[src/lgw_pkg.sv]
package lgw_pkg;

    // clocking and pwm time base
    localparam int          CLK_HZ       = 40_000_000;
    localparam int          OSC_HZ       = 32_000;
    localparam int          OSC_DIV      = CLK_HZ / OSC_HZ;
    localparam logic [10:0] OSC_DIV_LAST = 11'(OSC_DIV - 1);

    // chip-select wakeup: pwm clock periods of low chip-select
    localparam int          WAKE_PERIODS = 256;
    localparam logic [8:0]  WAKE_LAST    = 9'(WAKE_PERIODS - 1);
    localparam logic [8:0]  WAKE_SAT     = 9'(WAKE_PERIODS);

    localparam int          NUM_PORTS    = 10;
    localparam int          FRAME_BITS   = 16;

    // command addresses
    localparam logic [6:0]  A_PORT0      = 7'h00;
    localparam logic [6:0]  A_PORT9      = 7'h09;
    localparam logic [6:0]  A_GRP_ALL    = 7'h0A;
    localparam logic [6:0]  A_GRP_LOW    = 7'h0B;
    localparam logic [6:0]  A_GRP_MID    = 7'h0C;
    localparam logic [6:0]  A_GRP_TOP    = 7'h0D;
    localparam logic [6:0]  A_IN_LOW     = 7'h0E;
    localparam logic [6:0]  A_IN_HIGH    = 7'h0F;
    localparam logic [6:0]  A_CFG        = 7'h10;
    localparam logic [6:0]  A_ISET_LOW   = 7'h13;
    localparam logic [6:0]  A_ISET_HIGH  = 7'h14;
    localparam logic [6:0]  A_NOP        = 7'h20;

    // port output codes
    localparam logic [7:0]  C_LOW        = 8'h00;
    localparam logic [7:0]  C_HIGH       = 8'h01;
    localparam logic [7:0]  C_STATIC     = 8'h02;
    localparam logic [7:0]  C_PWM_MIN    = 8'h03;
    localparam logic [7:0]  C_PWM_MAX    = 8'hFE;
    localparam logic [7:0]  C_OFF        = 8'hFF;

    // configuration bit positions
    localparam int          CFG_RUN      = 0;
    localparam int          CFG_CSWAKE   = 1;
    localparam int          CFG_OSC      = 7;

    // reset values
    localparam logic [7:0]  PORT_RESET   = 8'hFF;
    localparam logic [7:0]  CFG_RESET    = 8'h00;
    localparam logic [9:0]  ISET_RESET   = 10'h000;
    localparam logic [13:0] SYNC_RESET   = 14'h0004;

    typedef struct packed {
        logic       rd;
        logic [6:0] addr;
        logic [7:0] data;
    } lgw_frame_t;

endpackage

[src/lgw_port.sv]
module lgw_port (
    // clock and reset
    input  wire logic       clk,
    input  wire logic       rst_b,
    // serial interface
    input  wire logic       sclk,
    input  wire logic       cs_b,
    input  wire logic       din,
    // dual-use data out / pwm clock pin
    input  wire logic       serial_out_or_pwm_clock_in_i,
    output logic            serial_out_or_pwm_clock_in_o,
    output logic            serial_out_or_pwm_clock_in_oe,
    // open-drain io ports
    input  wire logic [9:0] io_ports_i,
    output logic      [9:0] io_ports_o,
    output logic      [9:0] io_ports_oe,
    // current sink control
    output logic      [9:0] sink_en,
    output logic      [9:0] sink_full,
    output logic            pwm_active
);

    // synchronisers: {io ports, sclk, cs_b, din, osc}
    logic [13:0] meta_q;
    logic [13:0] sync_q;
    logic [2:0]  prev_q;

    always_ff @(posedge clk or negedge rst_b) begin
        if (!rst_b) begin
            meta_q <= lgw_pkg::SYNC_RESET;
            sync_q <= lgw_pkg::SYNC_RESET;
            prev_q <= 3'h2;
        end else begin
            meta_q <= {io_ports_i, sclk, cs_b, din, serial_out_or_pwm_clock_in_i};
            sync_q <= meta_q;
            prev_q <= {sync_q[3], sync_q[2], sync_q[0]};
        end
    end

    logic [9:0] in_s;
    logic       sclk_s;
    logic       cs_s;
    logic       din_s;
    logic       sclk_rise;
    logic       sclk_fall;
    logic       cs_rise;
    logic       cs_fall;
    logic       osc_rise;

    assign in_s      = sync_q[13:4];
    assign sclk_s    = sync_q[3];
    assign cs_s      = sync_q[2];
    assign din_s     = sync_q[1];
    assign sclk_rise = sclk_s & ~prev_q[2];
    assign sclk_fall = ~sclk_s & prev_q[2];
    assign cs_rise   = cs_s & ~prev_q[1];
    assign cs_fall   = ~cs_s & prev_q[1];
    assign osc_rise  = sync_q[0] & ~prev_q[0];

    // register state
    logic [9:0][7:0] code_q;
    logic [9:0][7:0] code_d;
    logic [7:0]      cfg_q;
    logic [7:0]      cfg_d;
    logic [9:0]      iset_q;
    logic [9:0]      iset_d;

    // serial shift state
    logic [15:0]     sr_q;
    logic [15:0]     sr_d;
    logic            dout_q;
    logic            dout_d;

    lgw_pkg::lgw_frame_t frame;
    logic                wr;
    logic [7:0]          rd_data;

    assign frame = lgw_pkg::lgw_frame_t'(sr_q);
    assign wr    = cs_rise & ~frame.rd;

    // wakeup and pwm time base
    logic [10:0] div_q;
    logic [10:0] div_d;
    logic [8:0]  wake_cnt_q;
    logic [8:0]  wake_cnt_d;
    logic [7:0]  pwm_cnt_q;
    logic [7:0]  pwm_cnt_d;
    logic        tick;
    logic        wake_hit;
    logic        pwm_run;
    logic        run;

    assign run = cfg_q[lgw_pkg::CFG_RUN];

    // external clock only when the pin is switched to input
    assign tick = cfg_q[lgw_pkg::CFG_OSC] ? osc_rise
                                          : (div_q == lgw_pkg::OSC_DIV_LAST);

    // counting starts on the first tick after the fall, so a hit means
    // 255 to 256 periods of low chip-select; sclk and din are not looked at
    assign wake_hit = ~cs_s & cfg_q[lgw_pkg::CFG_CSWAKE] & tick
                      & (wake_cnt_q == lgw_pkg::WAKE_LAST);

    always_comb begin
        div_d      = (div_q == lgw_pkg::OSC_DIV_LAST) ? 11'h000 : div_q + 11'h001;
        wake_cnt_d = wake_cnt_q;
        if (cs_s || !cfg_q[lgw_pkg::CFG_CSWAKE]) begin
            wake_cnt_d = 9'h000;
        end else if (tick && wake_cnt_q != lgw_pkg::WAKE_SAT) begin
            wake_cnt_d = wake_cnt_q + 9'h001;
        end
        pwm_cnt_d = pwm_cnt_q;
        if (!pwm_run) begin
            pwm_cnt_d = 8'h00;
        end else if (tick) begin
            pwm_cnt_d = pwm_cnt_q + 8'h01;
        end
    end

    always_ff @(posedge clk or negedge rst_b) begin
        if (!rst_b) begin
            div_q      <= 11'h000;
            wake_cnt_q <= 9'h000;
            pwm_cnt_q  <= 8'h00;
        end else begin
            div_q      <= div_d;
            wake_cnt_q <= wake_cnt_d;
            pwm_cnt_q  <= pwm_cnt_d;
        end
    end

    // read data, loaded into the shift register when a read frame closes
    always_comb begin
        rd_data = 8'h00;
        if (frame.addr <= lgw_pkg::A_PORT9) begin
            rd_data = code_q[frame.addr[3:0]];
        end else begin
            unique case (frame.addr)
                lgw_pkg::A_GRP_ALL,
                lgw_pkg::A_GRP_LOW:   rd_data = code_q[0];
                lgw_pkg::A_GRP_MID:   rd_data = code_q[4];
                lgw_pkg::A_GRP_TOP:   rd_data = code_q[8];
                lgw_pkg::A_IN_LOW:    rd_data = in_s[7:0];
                lgw_pkg::A_IN_HIGH:   rd_data = {6'h00, in_s[9:8]};
                lgw_pkg::A_CFG:       rd_data = cfg_q;
                lgw_pkg::A_ISET_LOW:  rd_data = iset_q[7:0];
                lgw_pkg::A_ISET_HIGH: rd_data = {6'h00, iset_q[9:8]};
                default:              rd_data = 8'h00;
            endcase
        end
    end

    always_comb begin
        sr_d   = sr_q;
        dout_d = dout_q;
        if (!cs_s && sclk_rise) begin
            sr_d = {sr_q[14:0], din_s};
        end
        if ((!cs_s && sclk_fall) || cs_fall) begin
            dout_d = sr_q[15];
        end
        if (cs_rise && frame.rd) begin
            sr_d = {sr_q[15:8], rd_data};
        end
    end

    always_ff @(posedge clk or negedge rst_b) begin
        if (!rst_b) begin
            sr_q   <= 16'h0000;
            dout_q <= 1'b0;
        end else begin
            sr_q   <= sr_d;
            dout_q <= dout_d;
        end
    end

    // register writes; a configuration write in the frame overrides a coincident wakeup
    always_comb begin
        code_d = code_q;
        cfg_d  = cfg_q;
        iset_d = iset_q;
        if (wake_hit) begin
            cfg_d[lgw_pkg::CFG_RUN] = 1'b1;
        end
        if (wr) begin
            for (int i = 0; i < lgw_pkg::NUM_PORTS; i++) begin
                if (frame.addr == 7'(i)
                    || frame.addr == lgw_pkg::A_GRP_ALL
                    || (frame.addr == lgw_pkg::A_GRP_LOW && i < 4)
                    || (frame.addr == lgw_pkg::A_GRP_MID && i >= 4 && i < 8)
                    || (frame.addr == lgw_pkg::A_GRP_TOP && i >= 8)) begin
                    code_d[i] = frame.data;
                end
            end
            if (frame.addr == lgw_pkg::A_CFG) begin
                cfg_d = frame.data;
            end
            if (frame.addr == lgw_pkg::A_ISET_LOW) begin
                iset_d[7:0] = frame.data;
            end
            if (frame.addr == lgw_pkg::A_ISET_HIGH) begin
                iset_d[9:8] = frame.data[1:0];
            end
        end
    end

    always_ff @(posedge clk or negedge rst_b) begin
        if (!rst_b) begin
            code_q <= {lgw_pkg::NUM_PORTS{lgw_pkg::PORT_RESET}};
            cfg_q  <= lgw_pkg::CFG_RESET;
            iset_q <= lgw_pkg::ISET_RESET;
        end else begin
            code_q <= code_d;
            cfg_q  <= cfg_d;
            iset_q <= iset_d;
        end
    end

    // port drive
    logic [9:0] oe_d;
    logic [9:0] sink_d;
    logic [9:0] full_d;
    logic [9:0] oe_q;
    logic [9:0] sink_q;
    logic [9:0] full_q;
    logic       pin_oe_q;
    logic       pwm_q;

    always_comb begin
        pwm_run = 1'b0;
        oe_d    = 10'h000;
        sink_d  = 10'h000;
        full_d  = 10'h000;
        for (int i = 0; i < lgw_pkg::NUM_PORTS; i++) begin
            if (code_q[i] >= lgw_pkg::C_PWM_MIN && code_q[i] <= lgw_pkg::C_PWM_MAX) begin
                pwm_run = 1'b1;
            end
            // sinks follow run combinationally into the output register, so leaving shutdown shows at sink_en one clk later
            if (run && code_q[i] >= lgw_pkg::C_STATIC && code_q[i] <= lgw_pkg::C_PWM_MAX) begin
                sink_d[i] = (code_q[i] == lgw_pkg::C_STATIC)
                            || (pwm_cnt_q < code_q[i]);
            end
            oe_d[i]   = (code_q[i] == lgw_pkg::C_LOW) || sink_d[i];
            full_d[i] = sink_d[i] & iset_q[i];
        end
    end

    always_ff @(posedge clk or negedge rst_b) begin
        if (!rst_b) begin
            oe_q     <= 10'h000;
            sink_q   <= 10'h000;
            full_q   <= 10'h000;
            pin_oe_q <= 1'b0;
            pwm_q    <= 1'b0;
        end else begin
            oe_q     <= oe_d;
            sink_q   <= sink_d;
            full_q   <= full_d;
            pin_oe_q <= ~cfg_q[lgw_pkg::CFG_OSC];
            pwm_q    <= pwm_run;
        end
    end

    // open drain: the pin value is always low, only the enable moves
    assign io_ports_o                    = 10'h000;
    assign io_ports_oe                   = oe_q;
    assign sink_en                       = sink_q;
    assign sink_full                     = full_q;
    assign pwm_active                    = pwm_q;
    assign serial_out_or_pwm_clock_in_o  = dout_q;
    assign serial_out_or_pwm_clock_in_oe = pin_oe_q;
endmodule

[config.mk]
export PLATFORM = sky130hd
export DESIGN_NAME = lgw_port
export DESIGN_NICKNAME = d
export VERILOG_FILES = /design/src/lgw_pkg.sv /design/src/lgw_port.sv
export SDC_FILE = /design/constraint.sdc
export NUM_CORES = 1
export LEC_CHECK = 0
export BUFFER_PORTS_ARGS = -buffer_cell sky130_fd_sc_hd__buf_2
export CAP_MARGIN = 10
export CORE_MARGIN = 2
export CORE_UTILIZATION = 65
export CTS_BUF_LIST = sky130_fd_sc_hd__clkbuf_4
export DETAILED_ROUTE_END_ITERATION = 10
export GPL_TIMING_DRIVEN = 0
export PLACE_DENSITY = 0.81
export SLEW_MARGIN = 15
export SYNTH_ARGS = -nofsm -noshare
export SYNTH_HDL_FRONTEND = slang
export SYNTH_SLANG_ARGS = --single-unit
[constraint.sdc]
create_clock -name clk -period 5.3 [get_ports clk]
set_input_delay 1.59 -clock clk [delete_from_list [all_inputs] [get_ports clk]]
set_output_delay 1.59 -clock clk [all_outputs]
set_load 0.005 [all_outputs]
==> results of run 1 <==
critical path, stage by stage, from the launching register on:
cell                      delay [ns]
sky130_fd_sc_hd__dfrtp_1        0.42
sky130_fd_sc_hd__nor3_1         0.92
sky130_fd_sc_hd__nand2_1        0.42
sky130_fd_sc_hd__nor3_2         0.51
sky130_fd_sc_hd__buf_2          0.29
sky130_fd_sc_hd__nand2_1        0.09
sky130_fd_sc_hd__o21ai_0        0.12
synthesized netlist by cell type (24+ instances only):
| cell type | instances | area, µm² |
|---|---|---|
| sky130_fd_sc_hd__a21o_1 | 31 | 233 |
| sky130_fd_sc_hd__a21oi_1 | 33 | 165 |
| sky130_fd_sc_hd__dfrtp_1 | 123 | 3080 |
| sky130_fd_sc_hd__dfstp_2 | 83 | 2180 |
| sky130_fd_sc_hd__ha_1 | 76 | 951 |
| sky130_fd_sc_hd__inv_1 | 87 | 327 |
| sky130_fd_sc_hd__mux2_2 | 96 | 1080 |
| sky130_fd_sc_hd__mux2i_1 | 28 | 280 |
| sky130_fd_sc_hd__nand2_1 | 50 | 188 |
| sky130_fd_sc_hd__nand4_1 | 24 | 150 |
| sky130_fd_sc_hd__nor2_1 | 49 | 184 |
| sky130_fd_sc_hd__o21ai_0 | 43 | 215 |
cell usage in the layout (no fill, tap or decap), types with 21 or more instances in the layout:
cell type,n
sky130_fd_sc_hd__inv_1,87
sky130_fd_sc_hd__a21oi_1,33
sky130_fd_sc_hd__o21ai_0,43
sky130_fd_sc_hd__nand3_1,23
sky130_fd_sc_hd__clkbuf_1,21
sky130_fd_sc_hd__dfstp_2,83
sky130_fd_sc_hd__mux2_2,96
sky130_fd_sc_hd__nand4_1,24
sky130_fd_sc_hd__buf_2,64
sky130_fd_sc_hd__clkbuf_4,87
sky130_fd_sc_hd__dfrtp_1,123
sky130_fd_sc_hd__ha_1,76
sky130_fd_sc_hd__nor2_1,49
sky130_fd_sc_hd__nand2_1,50
sky130_fd_sc_hd__mux2i_1,28
sky130_fd_sc_hd__a21o_1,31
report_power, final:
| group | leakage (nW) | total (W) | internal (W) | switching [W] |
|---|---|---|---|---|
| Combinational | 2.96 | 0.000172 | 0.0000653 | 0.000107 |
| Clock | 0.429 | 0.00143 | 0.000784 | 0.000649 |
| Sequential | 2.44 | 0.00165 | 0.00161 | 0.0000376 |
state kept, by name, indices dropped and copies added, names as in the netlist:
name                           flops
prev_q                             3
code_q                            80
pwm_cnt_q                          8
sink_full                         10
div_q                             11
serial_out_or_pwm_clock_in_oe      1
io_ports_oe                       10
frame                             16
sink_en                           10
pwm_active                         1
meta_q                            14
cfg_q                              8
serial_out_or_pwm_clock_in_o       1
iset_q                            10
wake_cnt_q                         9
sync_q                            14
cell type report:
| type | count | area (µm²) | area share (%) |
|---|---|---|---|
| multi-input combinational | 725 | 5780 | 44.7 |
| sequential | 206 | 5260 | 40.7 |
| clock buffer | 87 | 653 | 5.05 |
| inverter | 87 | 327 | 2.53 |
| timing repair buffer | 50 | 305 | 2.36 |
| tap | 225 | 282 | 2.18 |
| buffer | 52 | 265 | 2.05 |
| clock inverter | 9 | 61.3 | 0.474 |
| antenna | 1 | 2.50 | 0.0193 |
cell families after synthesis:
logic type	Yosys count	synth area share (%)
mux	133	13.5
compound gates	233	14.3
flops	206	45.4
buf+inv	139	5.10
other cells	1	0.0323
xor+xnor	22	1.66
fa+ha+maj	76	8.20
simple gates	251	11.9
path summary, 6_finish.rpt:
kind                                start            to  slack (ns)  depth (start not counted)
worst max-delay path            frame[14]    code_q[37]        2.45                          6
worst min-delay path            meta_q[9]     sync_q[9]        0.33                          0
worst max register to register  frame[14]    code_q[37]        2.45                          6
worst min register to register  meta_q[9]     sync_q[9]        0.33                          0
max in group asynchronous           rst_b    code_q[66]        3.39                          3
min in group asynchronous           rst_b  sink_full[3]        0.75                          1
metrics by stage:
stage               std cells  TNS, ns  worst slack [ns]  util (%)
floorplan                1070        0              3.34         -
global placement         1343   -71.93            -0.602      70.0
detailed placement       1345        0              2.61      70.4
CTS                      1441        0              2.51      74.5
global route             1442        0              2.29      74.5
finish                   1442        0              2.45      74.5
per-layer routing:
| metal | track usage [%] | wire length (µm) |
|---|---|---|
| met3 | 8.57 | 3580 |
| met2 | 56.7 | 15100 |
| met4 | 24.5 | 2370 |
| met5 | 0 | 0 |
| met1 | 50.7 | 13400 |
==> impl_metrics.ini, run 1 <==
[timing]
slew_headroom_pct = 24.5
tightestPinTransition_ns = 1.12
final-hold-violation-count = 0
fin_skew_ns = 0.0449
grt_setup_unrepaired = false
report.final.slew_viol_count = 0
final.min_clock_period_ns = 2.85
achievable-frequency_ghz = 0.350
fin_crit_sh_pct = 53.8
hold_ws_ns = 0.327
setup_viol = 0

[logic_synthesis]
yosys_synthesis_warning_count = 0
avgSynthCellArea_um2 = 10.9
synth_seq_cells = 206
synth_cell_types = 77
synth-edff-count = 0
async_reset_ff_share_pct = 100
proportion_of_synthesized_chip_area_in_sequential_cells_pct = 45.4
post_synth_instance_area_um2 = 11600
post_synth_inst_count = 1061
synthFlopType = sky130_fd_sc_hd__dfrtp_1

[clock_tree]
cts.hold.buffers_added = 0
clk_pin_slew_ns = 0.07
cts-buffers-inserted = 52
htree_levels = 2
clock_path_buffers = 3
postCtsSetupBuffers = 0
cts_repair_resize_count = 0
cts_sinks = 206
cts_tree = done
worstSkewPairLatency_ns = 0.70
root_buffer = sky130_fd_sc_hd__clkbuf_4

[critical_path]
worst-endpoint-required_ns = 5.88
worstPathArrival_ns = 3.43
worst-setup-path-type = flip-flop to flip-flop
timing.critical_path.to_type = flip-flop
worstSetupStartpointType = flip-flop
crit_path_max_fo = 10

[cells_and_area]
final_cell_area_um2 = 12900
layout.nets = 1266
layout.filler_cells = 1232
layout-area-overhead-vs-synth_pct = 11.5
post_route_cells_drive_above_1_share_pct = 31.5

[die]
io_pins = 59
rows = 48
start_util_pct = 66.8
floorplan.die.width_um = 138
die-area_um2 = 18900
placeableCoreArea_um2 = 17400
fp.dieH_um = 138

[place]
gpl.final_weighted_congestion = 1.04
port_buffers = 48
total_half_perimeter_wirelength_after_legalization_and_detailed_placement_mm = 24.1
placed_inst_area_um2 = 12200

[drt]
detail_route.first_pass.iterations = 5
drt_iter0_markers = 745
detailroute.via_count = 9421
average_vias_per_placed_instance = 6.53
route.antenna.remaining_nets = 0
drcViolationCount = 0
routed_length_per_placed_instance_um = 23.9
routed_wl_mm = 34.4

[job]
max_cap_viol_count = 0

[global_routing]
overflow = 0
antenna_found_initial = 2
vias_in_the_first_global_route = 9221
grt_first_pass_wirelength_mm = 53.0
grt_max_degree = 96
grt_util_all_layers_pct = 38.2

[power_and_ir_drop]
vdd_drop_max_uv = 222
total_leakage_power_nw = 5.83
totalPowerFinal_w = 0.00325
power_density_nw_per_um2 = 252

[status]
outcome = complete, no violations

[hold_path]
hold_class = flip-flop to flip-flop
Note: power is estimated with default switching activity, not from simulation.
==> inputs of run 2 (changes only) <==
--- a/config.mk
+++ b/config.mk
@@ -8,11 +8,11 @@
 export BUFFER_PORTS_ARGS = -buffer_cell sky130_fd_sc_hd__buf_2
 export CAP_MARGIN = 10
 export CORE_MARGIN = 2
-export CORE_UTILIZATION = 65
+export CORE_UTILIZATION = 64
 export CTS_BUF_LIST = sky130_fd_sc_hd__clkbuf_4
 export DETAILED_ROUTE_END_ITERATION = 10
 export GPL_TIMING_DRIVEN = 0
-export PLACE_DENSITY = 0.81
+export PLACE_DENSITY = 0.8
 export SLEW_MARGIN = 15
 export SYNTH_ARGS = -nofsm -noshare
 export SYNTH_HDL_FRONTEND = slang
==> constraint.sdc (replaced) <==
create_clock -name clk -period 2.7 [get_ports clk]
set_input_delay 0.81 -clock clk [delete_from_list [all_inputs] [get_ports clk]]
set_output_delay 0.81 -clock clk [all_outputs]
set_load 0.005 [all_outputs]
==> impl_metrics.ini, run 2 (synthesized netlist as in run 1, its figures left out) <==
[cells_and_area]
largest_reg_flops = 80
layout.filler_cells = 1300
post_route_cells_drive_above_1_share_pct = 31.5
layout-area-overhead-vs-synth_pct = 11.9
most_common_cell_after_layout_fill_and_taps_aside = sky130_fd_sc_hd__dfrtp_1
final_cell_mix = sky130_fd_sc_hd__dfrtp_1, sky130_fd_sc_hd__mux2_2, sky130_fd_sc_hd__inv_1, sky130_fd_sc_hd__clkbuf_4, sky130_fd_sc_hd__dfstp_2
layout.nets = 1268
largest-register = code_q
biggest_registers_after_layout = code_q x80, frame x16

[clock_tree]
cts_sinks = 206
clock_path_buffers = 3
root_buffer = sky130_fd_sc_hd__clkbuf_4
cts_tree = done
htree_levels = 2
clk_pin_slew_ns = 0.07
worstSkewPairLatency_ns = 0.68
cts-buffers-inserted = 53

[drt]
routed_wl_mm = 33.3
route.antenna.remaining_nets = 0
drcViolationCount = 0
detailroute.via_count = 9373
drt_iter0_markers = 899
average_vias_per_placed_instance = 6.46
routed_length_per_placed_instance_um = 23.0
detail_route.first_pass.iterations = 6

[critical_path]
worst-r2r-cell-count = 6
worstSetupStartpointType = flip-flop
worstPathArrival_ns = 3.19
crit_path_cell_trace = inv_1, or4_1, a221oi_1, and4_1, buf_6, a21oi_1
reg2reg_from = code_q[34]
worst-setup-path-type = flip-flop to flip-flop
crit_path_max_fo = 9
r2r_end = pwm_cnt_q[4]
worst-endpoint-required_ns = 3.22
critical_path.top_delay_family = simple AND/OR/NAND/NOR gates
timing.critical_path.to_type = flip-flop
slowest_stage = sky130_fd_sc_hd__dfstp_2
timing.critical_path.slowest_cell_delay_ns = 0.61
cp_num_buf_inv = 2
ff2ff_setup_slack_ns = 0.04

[status]
outcome = complete, no violations

[timing]
tightestPinTransition_ns = 0.968
achievable-frequency_ghz = 0.376
setup_viol = 0
fin_skew_ns = 0.0411
slew_headroom_pct = 35.4
grt_setup_unrepaired = false
final.min_clock_period_ns = 2.66
hold_ws_ns = 0.239
timing.setup.tns_ns = 0
report.final.slew_viol_count = 0
fin_crit_sh_pct = 98.6
final-hold-violation-count = 0

[hold_path]
hold-path-cell-count = 1
timing.hold.worst_endpoint = meta_q[2]
hold_class = primary input to flip-flop
hold_path_startpoint = cs_b

[power_and_ir_drop]
power_density_nw_per_um2 = 493
vdd_drop_max_uv = 382
total_leakage_power_nw = 5.84

[global_routing]
antenna_found_initial = 2
grt_first_pass_wirelength_mm = 52.1
vias_in_the_first_global_route = 9426
grt_util_all_layers_pct = 35.0
grt_max_degree = 91
overflow = 0

[die]
rows = 49
placeableCoreArea_um2 = 17800
die-area_um2 = 19200
start_util_pct = 65.0
fp.dieH_um = 139
io_pins = 59
floorplan.die.width_um = 139

[place]
total_half_perimeter_wirelength_after_legalization_and_detailed_placement_mm = 23.2
gpl.final_weighted_congestion = 1.07
port_buffers = 48

[job]
max_cap_viol_count = 0
==> run 2: changes by cell type in the layout (fill, tap and decap cells not counted), sizes merged <==
cell         before  now
dlygate4sd3       0    1
clkinv            8   11
clkinvlp          0    1
diode             1    2
==> run 2: area by class of cell <==
| cell class | instances | area [µm²] | share of cell area, % |
|---|---|---|---|
| antenna | 2 | 5.00 | 0.0386 |
| buffer | 52 | 265 | 2.04 |
| timing repair buffer | 51 | 315 | 2.43 |
| tap | 229 | 287 | 2.21 |
| inverter | 87 | 327 | 2.52 |
| sequential | 206 | 5260 | 40.5 |
| clock buffer | 87 | 653 | 5.03 |
| multi-input combinational | 725 | 5790 | 44.6 |
| clock inverter | 13 | 80.1 | 0.617 |
==> run 2: how the worst max path moves through the flow <==
stage | slack [ns] | depth (start not counted) | startpoint | endpoint
2_1_floorplan | 0.74 | 5 | code_q[2] | pwm_cnt_q[6]
3_3_place_gp | -2.42 | 1 | rst_b | io_ports_oe[9]
3_5_place_dp | 0.12 | 6 | frame[14] | code_q[38]
4_1_cts | 0.04 | 6 | sync_q[2] | code_q[38]
5_1_grt | 0.05 | 6 | code_q[34] | pwm_cnt_q[4]
6_report | 0.04 | 6 | code_q[34] | pwm_cnt_q[4]
==> run 2: layer usage <==
metal | global-route usage, % | vias up | routed length (µm)
li1 | - | 4147 | -
met4 | 22.9 | 0 | 2450
met2 | 53.6 | 547 | 14700
met1 | 45.3 | 4514 | 12900
met3 | 7.70 | 165 | 3230
met5 | 0 | - | 0
==> run 2: where the power goes <==
group	switching, W	total (W)	internal [W]
combinational	0.000210	0.000339	0.000130
sequential	0.0000719	0.00323	0.00316
clock	0.00128	0.00283	0.00155
==> run 2: repair_timing <==
action	4_1_cts	5_1_grt
hold buffers	1	0
hold endpoints to repair	4	0
endpoints found under the setup margin	1	3
buffers inserted	0	0
gates resized for setup	1	1
==> run 2: per-stage QoR <==
| step | worst slack [ns] | instance area [µm²] | utilization, % | cells | total power (W) |
|---|---|---|---|---|---|
| CTS | 0.0446 | 13000 | 72.7 | 1450 | 0.00645 |
| floorplan | 0.745 | 11600 | - | 1070 | 0.00342 |
| detailed placement | 0.116 | 12200 | 68.5 | 1349 | 0.00361 |
| global placement | -2.42 | 12200 | 68.1 | 1347 | 0.00360 |
| global route | 0.0546 | 13000 | 72.7 | 1451 | 0.00664 |
| finish | 0.0369 | 13000 | 72.8 | 1452 | 0.00640 |
==> inputs of run 3 (changes only) <==
--- a/config.mk
+++ b/config.mk
@@ -5,6 +5,7 @@
 export SDC_FILE = /design/constraint.sdc
 export NUM_CORES = 1
 export LEC_CHECK = 0
+export ABC_AREA = 1
 export BUFFER_PORTS_ARGS = -buffer_cell sky130_fd_sc_hd__buf_2
 export CAP_MARGIN = 10
 export CORE_MARGIN = 2
==> impl_metrics.ini, run 3 <==
[die]
fp.dieH_um = 140
die-area_um2 = 19600
io_pins = 59
placeableCoreArea_um2 = 18100
rows = 49
floorplan.die.width_um = 140
start_util_pct = 65.5

[clock_tree]
cts_tree = done
cts.hold.buffers_added = 0
cts_repair_resize_count = 0
postCtsSetupBuffers = 0
htree_levels = 2
clock_path_buffers = 3
cts-buffers-inserted = 51
clk_pin_slew_ns = 0.08
root_buffer = sky130_fd_sc_hd__clkbuf_4
cts_sinks = 206
worstSkewPairLatency_ns = 0.68

[power_and_ir_drop]
power_density_nw_per_um2 = 539
total_leakage_power_nw = 6.16
power_frac_comb_pct = 16.5
p_clk_share_pct = 35.8
vdd_drop_max_uv = 428
sw_frac_of_total_pct = 31.8
power_switching_w = 0.00225
sequential_power_share_pct = 47.8
p_int_w = 0.00481

[critical_path]
worst-r2r-cell-count = 10
worstPathArrival_ns = 2.71
worstSetupStartpointType = flip-flop
cp-startpoint = frame[8]
r2r_end = frame[0]
critical-path-top-cell-by-count = sky130_fd_sc_hd__nand2_1
crit_path_max_fo = 10
crit_path_cell_trace = buf_4, nand2_1, buf_2, nor2_1, o21ai_0, nand3_1, nand2_1, nand3_1, nand2_1, nand2_1
critical_path.top_delay_family = simple AND/OR/NAND/NOR gates
timing.critical_path.to_type = flip-flop
reg2reg_from = frame[8]
timing.critical_path.slowest_cell_delay_ns = 0.42
slowest_stage = sky130_fd_sc_hd__dfrtp_1
worst-endpoint-required_ns = 3.21
ff2ff_setup_slack_ns = 0.50
cp_num_buf_inv = 2
worst-setup-path-type = flip-flop to flip-flop
cp-endpoint = frame[0]
critical_path_depth = 10

[logic_synthesis]
synthMostInstantiatedCell = sky130_fd_sc_hd__nand2_1
async_reset_ff_share_pct = 100
avgSynthCellArea_um2 = 7.77
yosysTopAreaCell = sky130_fd_sc_hd__dfrtp_1
synth_cell_types = 37
yosys_synthesis_warning_count = 0
synth_top_cells_by_count = sky130_fd_sc_hd__nand2_1, sky130_fd_sc_hd__inv_1, sky130_fd_sc_hd__nor2_1
post_synth_instance_area_um2 = 11900
synth.top_cell.area_share_pct = 26.0
synthTopCellsByArea = sky130_fd_sc_hd__dfrtp_1, sky130_fd_sc_hd__dfstp_2, sky130_fd_sc_hd__nand2_1
synth_seq_cells = 206
proportion_of_synthesized_chip_area_in_sequential_cells_pct = 44.4
synthFlopType = sky130_fd_sc_hd__dfrtp_1
synth-edff-count = 0
post_synth_inst_count = 1526

[cells_and_area]
layout-area-overhead-vs-synth_pct = 10.6
post_route_cells_drive_above_1_share_pct = 18.8
biggest_registers_after_layout = code_q x80, frame x16
largest_reg_flops = 80
layout.nets = 1730
most_common_cell_after_layout_fill_and_taps_aside = sky130_fd_sc_hd__nand2_1
final_cell_mix = sky130_fd_sc_hd__nand2_1, sky130_fd_sc_hd__inv_1, sky130_fd_sc_hd__nor2_1
final_cell_area_um2 = 13100
largest-register = code_q

[drt]
detailroute.via_count = 10766
drcViolationCount = 8
drt_iter0_markers = 1107
routed_length_per_placed_instance_um = 17.1
average_vias_per_placed_instance = 5.64
detail_route.first_pass.iterations = 8
routed_wl_mm = 32.7
route.antenna.remaining_nets = 0

[place]
placed_inst_area_um2 = 12500
total_half_perimeter_wirelength_after_legalization_and_detailed_placement_mm = 23.8
port_buffers = 48
gpl.final_weighted_congestion = 0.992

[status]
outcome = finished, violations left
violations = DRC

[global_routing]
overflow = 0
grt_first_pass_wirelength_mm = 52.3
vias_in_the_first_global_route = 9983
grt_max_degree = 99
antenna_found_initial = 3
grt_util_all_layers_pct = 34.2

[hold_path]
hold_class = primary input to asynchronous set/reset pin

[timing]
grt_setup_unrepaired = false
final.min_clock_period_ns = 2.20
timing.setup.tns_ns = 0
tightestPinTransition_ns = 1.14
final-hold-violation-count = 0
report.final.slew_viol_count = 0
achievable-frequency_ghz = 0.454
fin_skew_ns = 0.0665
slew_headroom_pct = 23.9
fin_crit_sh_pct = 81.6
setup_viol = 0

[job]
max_cap_viol_count = 0
==> run 3: changes by cell type in the layout (fill, tap and decap cells not counted), sizes merged, moves of 28 or more <==
cell,before,now
inv,87,194
mux2,96,0
nand2,51,502
nor2,51,147
mux2i,28,0
o21ai,44,139
nand3,24,75
a21o,31,0
==> run 3: worst min path at each step <==
stage | startpoint | to | slack, ns | cells past startpoint
after floorplan | meta_q[0] | sync_q[0] | 0.33 | 0
after global placement | meta_q[9] | sync_q[9] | 0.33 | 0
after detailed placement | meta_q[10] | sync_q[10] | 0.33 | 0
after CTS | rst_b | io_ports_oe[7] | 0.04 | 1
after global routing | rst_b | io_ports_oe[7] | 0.06 | 1
final | rst_b | io_ports_oe[7] | 0.04 | 1
==> run 3: area by class of cell <==
| class | instances | area [µm²] |
|---|---|---|
| Clock buffer | 74 | 556 |
| Inverter | 191 | 717 |
| Multi-Input combinational cell | 1094 | 5620 |
| Antenna cell | 3 | 7.51 |
| Tap cell | 229 | 287 |
| Fill cell | 1491 | 4980 |
| Buffer | 44 | 293 |
| Clock inverter | 18 | 68.8 |
| Sequential cell | 206 | 5260 |
| Timing Repair Buffer | 50 | 305 |
==> run 3: through the flow <==
stage / hold slack [ns] / power [W] / utilization, % / worst slack (ns) / cells
2_1_floorplan: 0.331 / 0.00409 / - / 1.13 / 1535
3_3_place_gp: 0.332 / 0.00452 / 68.6 / -2.46 / 1812
3_5_place_dp: 0.335 / 0.00456 / 69.0 / 0.624 / 1814
4_1_cts: 0.0420 / 0.00708 / 72.4 / 0.587 / 1906
5_1_grt: 0.0630 / 0.00741 / 72.5 / 0.432 / 1908
6_report: 0.0401 / 0.00706 / 72.5 / 0.497 / 1909
==> run 3: kinds of logic after synthesis <==
group                      share of synthesized area [%]
AOI/OAI and AO/OA                                   11.0
xor gates and xnor gates                           0.961
other                                             0.0316
buffers and inverters                               8.52
adders and majority gates                           8.02
DFF                                                 44.4
and+or+nand+nor                                     27.1
==> run 3: per-layer routing <==
metal / global-route usage [%] / vias up / part of all wire [%]
met5: 0 / - / 0.040
met4: 13.5 / 2 / 3.8
met3: 7.25 / 92 / 8.9
li1: - / 5148 / -
met2: 53.4 / 507 / 45
met1: 47.2 / 5017 / 42
==> run 3: power groups by stage <==
stage          Clock, W  Sequential, W  Combinational (W)
2_1_floorplan         0        0.00338           0.000709
3_3_place_gp          0        0.00342            0.00110
3_5_place_dp          0        0.00342            0.00114
4_1_cts         0.00257        0.00337            0.00114
5_1_grt         0.00275        0.00338            0.00128
6_report        0.00253        0.00337            0.00116
